### config.mk
export PLATFORM = sky130hd
export DESIGN_NAME = osf_status_flags
export DESIGN_NICKNAME = d
export VERILOG_FILES = /design/src/design/osf_status_flags.v
export VERILOG_INCLUDE_DIRS = /design/src /design/src/include
export SDC_FILE = /design/constraint.sdc
export NUM_CORES = 1
export LEC_CHECK = 0
export BUFFER_PORTS_ARGS = -buffer_cell sky130_fd_sc_hd__buf_4
export CAP_MARGIN = 30
export CORE_ASPECT_RATIO = 0.75
export CORE_UTILIZATION = 50
export DETAILED_ROUTE_END_ITERATION = 10
export PLACE_DENSITY = 0.82
export SKIP_CTS_REPAIR_TIMING = 1
export SLEW_MARGIN = 10
export SYNTH_ARGS = -nofsm -noshare
export SYNTH_HDL_FRONTEND = slang
export SYNTH_SLANG_ARGS = --single-unit
### constraint.sdc
create_clock -name clock -period 1.9 [get_ports clock]
set_input_delay 0.095 -clock clock [delete_from_list [all_inputs] [get_ports clock]]
set_output_delay 0.095 -clock clock [all_outputs]
set_load 0.05 [all_outputs]
### src/include/osf_defs.vh
// constants for the optical module status and flag byte bank
// assumes inclusion by bare name from the design file
`ifndef OSF_DEFS_VH
`define OSF_DEFS_VH
`define OSF_ADDR_STATUS 8'h6E
`define OSF_ADDR_ALARM_LO 8'h70
`define OSF_ADDR_ALARM_HI 8'h71
`define OSF_ADDR_WARN_LO 8'h74
`define OSF_ADDR_WARN_HI 8'h75
`define OSF_ADDR_TEMP_MSB 8'h60
`define OSF_ADDR_TEMP_LSB 8'h61
`define OSF_BIT_SHUT_PIN 7
`define OSF_BIT_SOFT_SHUT 6
`define OSF_BIT_RATE_PIN 4
`define OSF_BIT_SOFT_RATE 3
`define OSF_BIT_FAULT 2
`define OSF_BIT_LOS 1
`define OSF_BIT_NOT_READY 0
`define OSF_SYNC_SHUT 0
`define OSF_SYNC_RATE 1
`define OSF_SYNC_FAULT 2
`define OSF_SYNC_LOS 3
`define OSF_SYNC_VALID 4
`define OSF_FLAG_TEMP_HI 7
`define OSF_FLAG_TEMP_LO 6
`define OSF_FLAG_VCC_HI 5
`define OSF_FLAG_VCC_LO 4
`define OSF_FLAG_BIAS_HI 3
`define OSF_FLAG_BIAS_LO 2
`define OSF_FLAG_TXP_HI 1
`define OSF_FLAG_TXP_LO 0
`define OSF_FLAG_RXP_HI 7
`define OSF_FLAG_RXP_LO 6
`define OSF_FLAGS_RESET 8'h00
`define OSF_SOFT_RESET 1'h0
`define OSF_NOT_READY_RESET 1'h1
`define OSF_STATUS_RESET 8'h01
`define OSF_RESP_MS 100
`define OSF_CLK_KHZ 125000
`define OSF_RESP_CYCLES (`OSF_RESP_MS * `OSF_CLK_KHZ)
`endif

### src/design/osf_status_flags.v
// status/control byte and alarm/warning flag bytes of the diagnostic page
// assumes a serial-interface front end giving byte address, read and write strobes
// on the same clock; threshold compare results other than temperature come from the monitoring logic
//
// Contract
// - status bit shows shutdown pin level
// - soft shutdown bit 6 ORed with pin
// - soft shutdown is host readable and writable
// - status bit shows rate select pin level
// - soft rate bit 3 ORed with pin
// - effective rate picks high or low optimisation
// - status bit mirrors transmitter fault output
// - status bit mirrors signal lost output
// - not-ready bit low once data valid
// - soft commands take effect within 100 ms
// - byte 112 bits 7,6 temperature alarms
// - byte 112 bits 5,4 supply alarms
// - byte 112 bits 3,2 bias alarms
// - byte 112 bits 1,0 tx power alarms
// - byte 113 bits 7,6 rx power alarms
// - byte 116 bits 7,6 temperature warnings
// - byte 116 bits 5,4 supply warnings
// - byte 116 bits 3,2 bias warnings
// - byte 116 bits 1,0 tx power warnings
// - byte 117 bits 7,6 rx power warnings
// - status at 110, flags at 112,113,116,117
// - temperature is signed 1/256 degree units
// - temperature reading msb at 96, lsb next
`timescale 1ns/1ns
`include "osf_defs.vh"
module osf_status_flags #(
	parameter integer RESP_CYCLES = `OSF_RESP_CYCLES
) (
	input wire clock,
	input wire srst,
	input wire [7:0] reg_addr,
	input wire reg_wr,
	input wire [7:0] reg_wdata,
	input wire reg_rd,
	input wire shutdown_pin,
	input wire rate_select_pin,
	input wire tx_fault_in,
	input wire receive_signal_lost_in,
	input wire data_valid,
	input wire signed [15:0] temperature,
	input wire signed [15:0] temp_high_alarm,
	input wire signed [15:0] temp_low_alarm,
	input wire signed [15:0] temp_high_warn,
	input wire signed [15:0] temp_low_warn,
	input wire [3:0] other_high_alarm,
	input wire [3:0] other_low_alarm,
	input wire [3:0] other_high_warn,
	input wire [3:0] other_low_warn,
	output reg [7:0] reg_rdata,
	output reg reg_rvalid,
	output reg tx_disable,
	output reg high_rate,
	output reg tx_fault_out,
	output reg receive_signal_lost_output
);
	// pins in sync order; the index macros keep the bundle and the views aligned
	localparam integer PIN_COUNT = 5;
	wire [PIN_COUNT-1:0] pin_raw;
	// two-stage synchroniser flops
	reg [PIN_COUNT-1:0] pin_meta;
	reg [PIN_COUNT-1:0] pin_sync;
	// named views of the synced pins
	wire sync_shut;
	wire sync_rate;
	wire sync_fault;
	wire sync_los;
	wire sync_valid;
	// host soft control bits, next values and applied copies
	reg soft_shut;
	reg soft_rate;
	reg next_soft_shut;
	reg next_soft_rate;
	reg soft_shut_eff;
	reg soft_rate_eff;
	// readiness as a flop, so the status byte never sees a sync edge twice
	reg not_ready;
	// registered flag bytes
	reg [7:0] alarm_lo;
	reg [7:0] alarm_hi;
	reg [7:0] warn_lo;
	reg [7:0] warn_hi;
	// flag bytes assembled from the live compares
	reg [7:0] next_alarm_lo;
	reg [7:0] next_alarm_hi;
	reg [7:0] next_warn_lo;
	reg [7:0] next_warn_hi;
	// read path
	reg [7:0] status_byte;
	reg [7:0] next_rdata;
	// decoded host strobe
	wire status_sel;
	wire status_wr;
	// temperature compare results
	wire temp_ha;
	wire temp_la;
	wire temp_hw;
	wire temp_lw;
	genvar gi;

	// bundle the async pins; order must match the sync index macros
	assign pin_raw[`OSF_SYNC_SHUT] = shutdown_pin;
	assign pin_raw[`OSF_SYNC_RATE] = rate_select_pin;
	assign pin_raw[`OSF_SYNC_FAULT] = tx_fault_in;
	assign pin_raw[`OSF_SYNC_LOS] = receive_signal_lost_in;
	assign pin_raw[`OSF_SYNC_VALID] = data_valid;

	// two flops per pin; only the second stage is read, so a metastable
	// first stage never fans out into the decode
	generate
		for (gi = 0; gi < PIN_COUNT; gi = gi + 1) begin : g_sync
			always @(posedge clock) begin
				if (srst) begin
					pin_meta[gi] <= 1'h0;
					pin_sync[gi] <= 1'h0;
				end else begin
					pin_meta[gi] <= pin_raw[gi];
					pin_sync[gi] <= pin_meta[gi];
				end
			end
		end
	endgenerate

	// named views of the second stage
	assign sync_shut = pin_sync[`OSF_SYNC_SHUT];
	assign sync_rate = pin_sync[`OSF_SYNC_RATE];
	assign sync_fault = pin_sync[`OSF_SYNC_FAULT];
	assign sync_los = pin_sync[`OSF_SYNC_LOS];
	assign sync_valid = pin_sync[`OSF_SYNC_VALID];

	// signed compare in 1/256 degree units; equal to a threshold is no flag
	assign temp_ha = temperature > temp_high_alarm;
	assign temp_la = temperature < temp_low_alarm;
	assign temp_hw = temperature > temp_high_warn;
	assign temp_lw = temperature < temp_low_warn;

	// only byte 110 takes writes; writes elsewhere fall away
	assign status_sel = reg_addr == `OSF_ADDR_STATUS;
	assign status_wr = reg_wr & status_sel;

	// next soft bits; only bits 6 and 3 are stored, the rest is read-only
	always @* begin
		next_soft_shut = soft_shut;
		next_soft_rate = soft_rate;
		if (status_wr) begin
			next_soft_shut = reg_wdata[`OSF_BIT_SOFT_SHUT];
			next_soft_rate = reg_wdata[`OSF_BIT_SOFT_RATE];
		end
	end

	// soft control registers, cleared by reset
	always @(posedge clock) begin
		if (srst) begin
			soft_shut <= `OSF_SOFT_RESET;
			soft_rate <= `OSF_SOFT_RESET;
		end else begin
			soft_shut <= next_soft_shut;
			soft_rate <= next_soft_rate;
		end
	end

	// soft bits apply one cycle later; the response limit leaves a wide margin
	always @(posedge clock) begin
		if (srst) begin
			soft_shut_eff <= `OSF_SOFT_RESET;
			soft_rate_eff <= `OSF_SOFT_RESET;
		end else begin
			soft_shut_eff <= soft_shut;
			soft_rate_eff <= soft_rate;
		end
	end

	// transmitter disable; either source alone forces it off
	always @(posedge clock) begin
		if (srst) begin
			tx_disable <= 1'h0;
		end else begin
			tx_disable <= sync_shut | soft_shut_eff;
		end
	end

	// rate choice; high selects the faster optimisation pair
	always @(posedge clock) begin
		if (srst) begin
			high_rate <= 1'h0;
		end else begin
			high_rate <= sync_rate | soft_rate_eff;
		end
	end

	// fault copy, same latency as the status bit
	always @(posedge clock) begin
		if (srst) begin
			tx_fault_out <= 1'h0;
		end else begin
			tx_fault_out <= sync_fault;
		end
	end

	// signal lost copy, same latency as the status bit
	always @(posedge clock) begin
		if (srst) begin
			receive_signal_lost_output <= 1'h0;
		end else begin
			receive_signal_lost_output <= sync_los;
		end
	end

	// readiness is active low; not ready until data valid has been synced
	always @(posedge clock) begin
		if (srst) begin
			not_ready <= `OSF_NOT_READY_RESET;
		end else begin
			not_ready <= ~sync_valid;
		end
	end

	// flag assembly; reserved bits of 113 and 117 stay at the zero default
	always @* begin
		next_alarm_lo = `OSF_FLAGS_RESET;
		next_alarm_hi = `OSF_FLAGS_RESET;
		next_warn_lo = `OSF_FLAGS_RESET;
		next_warn_hi = `OSF_FLAGS_RESET;
		next_alarm_lo[`OSF_FLAG_TEMP_HI] = temp_ha;
		next_alarm_lo[`OSF_FLAG_TEMP_LO] = temp_la;
		next_alarm_lo[`OSF_FLAG_VCC_HI] = other_high_alarm[0];
		next_alarm_lo[`OSF_FLAG_VCC_LO] = other_low_alarm[0];
		next_alarm_lo[`OSF_FLAG_BIAS_HI] = other_high_alarm[1];
		next_alarm_lo[`OSF_FLAG_BIAS_LO] = other_low_alarm[1];
		next_alarm_lo[`OSF_FLAG_TXP_HI] = other_high_alarm[2];
		next_alarm_lo[`OSF_FLAG_TXP_LO] = other_low_alarm[2];
		next_alarm_hi[`OSF_FLAG_RXP_HI] = other_high_alarm[3];
		next_alarm_hi[`OSF_FLAG_RXP_LO] = other_low_alarm[3];
		next_warn_lo[`OSF_FLAG_TEMP_HI] = temp_hw;
		next_warn_lo[`OSF_FLAG_TEMP_LO] = temp_lw;
		next_warn_lo[`OSF_FLAG_VCC_HI] = other_high_warn[0];
		next_warn_lo[`OSF_FLAG_VCC_LO] = other_low_warn[0];
		next_warn_lo[`OSF_FLAG_BIAS_HI] = other_high_warn[1];
		next_warn_lo[`OSF_FLAG_BIAS_LO] = other_low_warn[1];
		next_warn_lo[`OSF_FLAG_TXP_HI] = other_high_warn[2];
		next_warn_lo[`OSF_FLAG_TXP_LO] = other_low_warn[2];
		next_warn_hi[`OSF_FLAG_RXP_HI] = other_high_warn[3];
		next_warn_hi[`OSF_FLAG_RXP_LO] = other_low_warn[3];
	end

	// flags follow the live compares, one cycle behind; they are not sticky
	always @(posedge clock) begin
		if (srst) begin
			alarm_lo <= `OSF_FLAGS_RESET;
			alarm_hi <= `OSF_FLAGS_RESET;
			warn_lo <= `OSF_FLAGS_RESET;
			warn_hi <= `OSF_FLAGS_RESET;
		end else begin
			alarm_lo <= next_alarm_lo;
			alarm_hi <= next_alarm_hi;
			warn_lo <= next_warn_lo;
			warn_hi <= next_warn_hi;
		end
	end

	// status byte assembly, reserved bit 5 reads zero
	always @* begin
		status_byte = 8'h00;
		status_byte[`OSF_BIT_SHUT_PIN] = sync_shut;
		status_byte[`OSF_BIT_SOFT_SHUT] = soft_shut;
		status_byte[`OSF_BIT_RATE_PIN] = sync_rate;
		status_byte[`OSF_BIT_SOFT_RATE] = soft_rate;
		status_byte[`OSF_BIT_FAULT] = sync_fault;
		status_byte[`OSF_BIT_LOS] = sync_los;
		status_byte[`OSF_BIT_NOT_READY] = not_ready;
	end

	// read decode; unmapped bytes read zero
	always @* begin
		case (reg_addr)
			`OSF_ADDR_STATUS: next_rdata = status_byte;
			`OSF_ADDR_ALARM_LO: next_rdata = alarm_lo;
			`OSF_ADDR_ALARM_HI: next_rdata = alarm_hi;
			`OSF_ADDR_WARN_LO: next_rdata = warn_lo;
			`OSF_ADDR_WARN_HI: next_rdata = warn_hi;
			`OSF_ADDR_TEMP_MSB: next_rdata = temperature[15:8];
			`OSF_ADDR_TEMP_LSB: next_rdata = temperature[7:0];
			default: next_rdata = 8'h00;
		endcase
	end

	// read answer one cycle after the strobe; data holds until the next read
	always @(posedge clock) begin
		if (srst) begin
			reg_rdata <= 8'h00;
			reg_rvalid <= 1'h0;
		end else begin
			reg_rvalid <= reg_rd;
			if (reg_rd) begin
				reg_rdata <= next_rdata;
			end
		end
	end
endmodule

==> results of run 1 <==
-- worst max-delay path: stages --
cell and delay [ps]:
buf_4 140, ha_1 300, a211oi_1 260, o22ai_1 130, a211o_1 280, a31o_1 200
mux2_4 290
-- through the flow --
step	setup slack [ps]	cell area [um^2]	std cells	total power, mW	util [%]
floorplan	333	3400	392	1.43	-
global placement	119	4440	594	1.71	68.9
detailed placement	87.2	4440	594	1.73	68.9
CTS	408	4580	602	2.60	71.0
global route	286	4580	602	2.73	71.0
finish	395	4580	602	2.59	71.0
-- final cells by class --
cell class	instances	area, um^2
clock buffers	5	68.8
multi-input cells	267	2140
clock inverters	3	68.8
inverters	67	251
well taps	81	101
fillers	509	1870
repair buffers	131	983
flip-flops and latches	48	961
-- cell families after synthesis --
group                      synth area share, %
adders and majority gates                 22.8
muxes                                     3.16
and+or+nand+nor                           19.0
DFF                                       28.2
buffers and inverters                     8.82
AOI/OAI and AO/OA                         18.0
-- state kept, by name, indices dropped and copies added (netlist names), 2 cells and up --
name and count:
pin_meta 5, reg_rdata 8, warn_hi 2, alarm_hi 2
warn_lo 8, alarm_lo 8
-- metal layers --
layer | share of wire [%] | wire length, um
met5 | 0 | 0
met4 | 1.2 | 107
met3 | 7.7 | 679
met2 | 42 | 3730
met1 | 49 | 4280
-- power groups by stage --
stage	Combinational (mW)	Clock [mW]	Sequential, mW
3_5_place_dp	0.653	0	1.08
3_3_place_gp	0.629	0	1.08
5_1_grt	0.740	0.922	1.06
6_report	0.661	0.872	1.06
2_1_floorplan	0.340	0	1.09
4_1_cts	0.659	0.883	1.06
-- worst paths after layout --
| kind | from | end | slack [ps] | cells past startpoint |
|---|---|---|---|---|
| max | temperature[13] | warn_lo[6] | 400 | 7 |
| min | tx_fault_in | pin_meta[2] | -4 | 2 |
| max reg2reg | alarm_hi[7] | reg_rdata[7] | 520 | 5 |
| min reg2reg | sync_valid | not_ready | 370 | 1 |
-- layout by cell type (no fill, tap or decap), drive strengths merged, types with 5 or more instances in the layout --
master and n:
dfxtp 48, o22ai 9, inv 68, o21ai 6, a21o 12, nor3 9
a21oi 25, buf 131, ha 62, nand2 16, nand3 6, nor2 13
a22o 6, a22oi 12, nor2b 34, nor3b 5, clkbuf 5, nand2b 5
==> flow_summary.toml, run 1 <==
[synth]
synthArstFlopShare_pct = 0
postSynthAreaPerCell_um2 = 8.68
yosys.area.top_type = "dfxtp_1"
ys.warnings.count = 0
yosysSeqAreaShare_pct = 28.2
synth.distinct_cells = 47
yosys-top-cells-count = "inv_1, ha_1, dfxtp_1, nor2b_1, a21oi_1"
synthTopCellsByArea = "dfxtp_1, ha_1, inv_1, nor2b_1, a21oi_1"
ys.flop_type = "dfxtp_1"
yosysTopAreaCellShare_pct = 28.2
synth_edf_count = 0
synth_cells = 392
syn_area_mm2 = 0.00340
synth-seq-cells = 48
syn-num-nets = 575
synth_most_common_cell = "inv_1"

[route]
dr.pass1.iters = 5
drc = 0
route.detailed.wl_per_inst_um = 14.6
ant_nets = 0
drt_wl_total_um = 8800
drt_iter0_drc = 179
vias_per_cell = 5.24
num_vias = 3154

[die]
ios = 134
die_h_um = 73.5
start_util_pct = 52.8
die_area_mm2 = 0.00715
coreArea_mm2 = 0.00644
dieWidth_um = 97.3
rows = 25

[grt]
grt_pass1_wl_um = 14000
use_met1_pct = 34.5
grt_pass1_vias = 3063
grt_max_degree = 34
antenna_found_initial = 0
grt.busiest_layer = "met2"
gr-usage-met2_pct = 40.1
grt_util_met3_pct = 4.85
grt_usage_pct = 24.8
gr-total-overflow = 0

[timing]
timing.hold.ws_ps = -3.57
period_needed_ps = 1500
setup_viol = 0
period_share_pct = 79.2
rsz0062_at_grt = "false"
final_hold_viol_count = 2
tightest_slew_ps = 584
fmax_mhz = 665
max_slew_margin_pct = 60.7
final.setup.tns_ps = 0
drv_slew = 0
fin_skew_ps = 6.40

[setup_path]
cp_max_fo = 5
worstPathArrival_ps = 1700
worstSetupStartpointType = "input port"
crit_path_end_kind = "register"
critPathKind = "input port to register"
worstPathRequired_ps = 2090

[cts]
clk_latency_ps = 300
cts_made_buffers = 5
htree_levels = 2
clk_pin_slew_ps = 90
cts_tree = "built"
cts_buffer_depth = 2
cts_root_buffer = "clkbuf_8"
cts_sinks = 48

[power_and_ir_drop]
clkPwrFrac_pct = 33.6
seqPwrFrac_pct = 40.9
p_sw_mw = 0.664
power.leakage_nw = 2.46
swShare_pct = 25.6
power.density_mw_per_mm2 = 566
intPower_mw = 1.93
p_comb_share_pct = 25.5
vdd_drop_max_uv = 348

[finish]
area_delta_synth_final_pct = 34.5
nets = 703
diodes = 0
drive_above_1_share_pct = 29.2

[outcome]
violations = "negative hold slack"
status = "finished, violations left"

[placed_design]
routabilityCongestion = 0.904
dpl.hpwl_um = 7250
io_buffers = 127

[flow_run]
drv_cap = 0

[worst_hold_path]
min_path_type = "input port to register"
Note: power is estimated with default switching activity, not from simulation.
==> run 2, diff against run 1 <==
==> constraint.sdc (replaced) <==
create_clock -name clock -period 1.5 [get_ports clock]
set_input_delay 0.075 -clock clock [delete_from_list [all_inputs] [get_ports clock]]
set_output_delay 0.075 -clock clock [all_outputs]
set_load 0.05 [all_outputs]
==> flow_summary.toml, run 2 (same netlist as run 1, synthesis figures left out) <==
[grt]
grt_max_degree = 26
gr-total-overflow = 0
grt_usage_pct = 27.1
antenna_found_initial = 0
grt_pass1_vias = 3181
grt_pass1_wl_um = 15100

[die]
start_util_pct = 52.8
dieWidth_um = 97.3
ios = 134
rows = 25
die_h_um = 73.5
coreArea_mm2 = 0.00644
die_area_mm2 = 0.00715

[route]
vias_per_cell = 5.37
wl_met1_um = 4660
wl_met2_um = 4290
drc = 0
top_layer = "met4"
wl_met3_um = 642
dr.pass1.iters = 5
drt_wl_total_um = 9700
route.detailed.wl_per_inst_um = 15.3
ant_nets = 0
num_vias = 3412
drt_iter0_drc = 206

[setup_path]
worstPathRequired_ps = 1690
startpoint = "temperature[13]"
worstPathArrival_ps = 1650
worstSetupStartpointType = "input port"
crit_family = "simple AND/OR/NAND/NOR gates"
reg2reg_to = "reg_rdata[7]"
crit_chain = "buf_4, buf_4, ha_1, nand4_1, nor4_2, a21boi_1, o31ai_1, nor3b_1"
crit_path_end_kind = "register"
slowest_stage = "nor4_2"
critPathMostFrequentCell = "buf_4"
timing.rr.start = "alarm_hi[7]"
cp_max_fo = 4
r2r_slack_ps = 200
critPathKind = "input port to register"
slowest_delay_ps = 350
r2r_cells = 5
crit_buf_inv = 2

[timing]
rsz0062_at_grt = "true"
setup_slack_ps = 45.9
fmax_mhz = 688
fin_skew_ps = 11.0
period_needed_ps = 1450
final_hold_viol_count = 4
setup_viol = 0
tightest_slew_ps = 469
max_slew_margin_pct = 68.6
drv_slew = 0
timing.hold.ws_ps = -23.5
period_share_pct = 96.9

[cts]
cts_tree = "built"
cts_root_buffer = "clkbuf_8"
clk_latency_ps = 310
cts_made_buffers = 5
clk_pin_slew_ps = 90
htree_levels = 2
cts_buffer_depth = 2
cts_sinks = 48

[finish]
regArea_um2 = 961
fillers = 465
diodes = 0
final_util_pct = 76.2
multiInputGateArea_mm2 = 0.00218
drive_above_1_share_pct = 32.3
area_delta_synth_final_pct = 44.1
final_cell_mix = "buf_4, inv_1, ha_1, dfxtp_1, nor2b_1"
nets = 736
final_common_cell = "buf_4"
reg.largest.list = "alarm_lo: 8 flops, reg_rdata: 8 flops, warn_lo: 8 flops"
fin_area_mm2 = 0.00491

[worst_hold_path]
min_path_cells = 2
min_path_type = "input port to register"
hold_path.startpoint = "shutdown_pin"
holdPathEnd = "pin_meta[0]"

[power_and_ir_drop]
vdd_drop_max_uv = 703
power.density_mw_per_mm2 = 698
power.leakage_nw = 2.62

[placed_design]
dpl.hpwl_um = 7950
io_buffers = 127
routabilityCongestion = 0.918
place_ws_ps = -326
place_area_mm2 = 0.00465

[outcome]
violations = "negative hold slack"
status = "finished, violations left"

[flow_run]
drv_cap = 0
-- run 2: per-stage QoR --
| step | cells | power, mW | setup TNS, ps |
|---|---|---|---|
| floorplan | 392 | 1.82 | 0 |
| global placement | 616 | 2.26 | -782 |
| detailed placement | 616 | 2.29 | -1030 |
| CTS | 624 | 3.40 | 0 |
| global route | 635 | 3.59 | -10.3 |
| finish | 635 | 3.43 | 0 |
-- run 2: final cells by class --
class / count / share of cell area (%)
Clock buffer: 5 / 1.40
Timing Repair Buffer: 164 / 25.9
Sequential cell: 48 / 19.6
Inverter: 67 / 5.12
Tap cell: 81 / 2.07
Clock inverter: 3 / 1.40
Multi-Input combinational cell: 267 / 44.5
-- run 2: worst max-delay path by stage --
stage                  end  slack, ps  cells after the start
2_1_floorplan  alarm_lo[6]         30                      7
3_3_place_gp    warn_lo[7]       -230                      8
3_5_place_dp    warn_lo[7]       -330                      8
4_1_cts         warn_lo[7]          6                      8
5_1_grt         warn_lo[7]        -10                      8
6_report        warn_lo[7]         50                      8
-- run 2: routing by layer --
metal / GRT usage [%] / vias to the layer above
met3: 4.38 / 11
li1: - / 1698
met5: 0 / -
met4: 6.70 / 0
met2: 43.0 / 133
met1: 38.7 / 1570
-- run 2: power breakdown --
group,switching (mW),internal (mW)
registers,0.0178,1.33
logic,0.433,0.523
clock network,0.456,0.671
total,0.907,2.52
==> run 3, diff against run 2 <==
--- a/config.mk
+++ b/config.mk
@@ -8,10 +8,12 @@
 export LEC_CHECK = 0
 export BUFFER_PORTS_ARGS = -buffer_cell sky130_fd_sc_hd__buf_4
 export CAP_MARGIN = 30
+export CELL_PAD_IN_SITES_DETAIL_PLACEMENT = 1
+export CELL_PAD_IN_SITES_GLOBAL_PLACEMENT = 1
 export CORE_ASPECT_RATIO = 0.75
-export CORE_UTILIZATION = 50
+export CORE_UTILIZATION = 36
 export DETAILED_ROUTE_END_ITERATION = 10
-export PLACE_DENSITY = 0.82
+export PLACE_DENSITY_LB_ADDON = 0.1
 export SKIP_CTS_REPAIR_TIMING = 1
 export SLEW_MARGIN = 10
 export SYNTH_ARGS = -nofsm -noshare
==> flow_summary.toml, run 3 (same netlist as run 1, synthesis figures left out) <==
[outcome]
status = "finished, violations left"
violations = "negative hold slack"

[placed_design]
dpl.hpwl_um = 9250
routabilityCongestion = 0.867
dp.cells = 669
place_ws_ps = -442
io_buffers = 127

[cts]
cts_sinks = 48
clk_pin_slew_ps = 70
cts_buffer_depth = 2
cts_tree = "built"
clk_latency_ps = 290
cts_made_buffers = 5
htree_levels = 2
cts_root_buffer = "clkbuf_16"

[setup_path]
crit_chain = "buf_4, ha_1, nand4_1, o22ai_2, a211o_1, a31o_1, mux2_4"
worstPathArrival_ps = 1660
cp.depth = 7
slowest_stage = "ha_1"
r2r_slack_ps = 180
slowest_delay_ps = 290
timing.rr.start = "alarm_hi[7]"
reg2reg_to = "reg_rdata[7]"
crit_path_end_kind = "register"
cp_max_fo = 5
worstSetupStartpointType = "input port"
r2r_cells = 5
crit_buf_inv = 1
crit_family = "compound AO/OA/AOI/OAI gates"
worstPathRequired_ps = 1690
critPathKind = "input port to register"

[timing]
setup_viol = 0
final_hold_viol_count = 2
max_slew_margin_pct = 56.0
timing.hold.ws_ps = -2.81
period_share_pct = 98.6
fin_skew_ps = 3.50
tightest_slew_ps = 654
period_needed_ps = 1480
drv_slew = 0
rsz0062_at_grt = "true"
fmax_mhz = 676
setup_slack_ps = 21.2

[grt]
grt_pass1_vias = 3479
grt_max_degree = 28
gr-total-overflow = 0
grt_pass1_wl_um = 17400
grt_usage_pct = 23.4
antenna_found_initial = 0

[finish]
stdcell_count = 685
final_cell_mix = "buf_4, inv_1, ha_1, dfxtp_1, nor2b_1"
drive_above_1_share_pct = 34.8
diodes = 0
final_util_pct = 55.7
final_common_cell = "buf_4"
area_delta_synth_final_pct = 49.2
nets = 739
reg.largest.list = "alarm_lo: 8 flops, reg_rdata: 8 flops, warn_lo: 8 flops"

[route]
route.detailed.wl_per_inst_um = 16.1
drt_iter0_drc = 103
ant_nets = 0
drt_wl_total_um = 11000
num_vias = 3388
dr.pass1.iters = 4
drc = 0
vias_per_cell = 4.95

[worst_hold_path]
min_path_cells = 2
holdPathEnd = "pin_meta[0]"
hold_path.startpoint = "shutdown_pin"
min_path_type = "input port to register"

[die]
coreArea_mm2 = 0.00912
die_h_um = 86.2
dieWidth_um = 114
die_area_mm2 = 0.00985
start_util_pct = 37.3
ios = 134
rows = 30

[power_and_ir_drop]
power.density_mw_per_mm2 = 714
vdd_drop_max_uv = 461
power.leakage_nw = 2.66

[flow_run]
drv_cap = 0
run 3: changes by cell type in the layout (fill, tap and decap cells not counted), sizes merged:
cell,change
bufinv,-1
dlygate4sd3,-3
clkinvlp,+1
buf,+6
run 3: final cells by class:
| class | count | area (um^2) |
|---|---|---|
| multi-input combinational | 267 | 2250 |
| sequential | 48 | 961 |
| tap | 128 | 160 |
| fill | 1110 | 4040 |
| inverter | 67 | 251 |
| clock inverter | 3 | 46.3 |
| clock buffer | 5 | 125 |
| timing repair buffer | 167 | 1290 |
run 3: power breakdown:
group / internal (mW) / total (mW) / switching, mW / leakage (nW)
registers: 1.33 / 1.34 / 0.0168 / 0.395
logic: 0.532 / 0.987 / 0.455 / 2.19
clock network: 0.792 / 1.29 / 0.501 / 0.0804
total: 2.65 / 3.62 / 0.973 / 2.66
run 3: per-stage QoR:
stage | total power [mW] | area, um^2 | TNS, ps
after floorplan | 1.82 | 3440 | 0
after global placement | 2.28 | 4760 | -1260
after detailed placement | 2.32 | 4760 | -1400
after CTS | 3.61 | 4930 | -248
after global routing | 3.83 | 5080 | -43.6
final | 3.62 | 5080 | 0
run 3: metal layers:
metal / part of all wire, % / track usage, % / vias up
met1: 49 / 31.6 / 1580
met3: 6.0 / 5.73 / 7
li1: - / - / 1701
met5: 0 / 0 / -
met4: 0.69 / 3.66 / 0
met2: 45 / 38.6 / 100
run 3: worst max path at each step:
stage,end,startpoint
after detailed placement,alarm_lo[6],temperature[15]
after floorplan,alarm_lo[6],temp_low_alarm[15]
after global routing,alarm_lo[6],temperature[13]
after global placement,alarm_lo[7],temperature[7]
after CTS,alarm_lo[6],temperature[15]
final,alarm_lo[6],temperature[12]
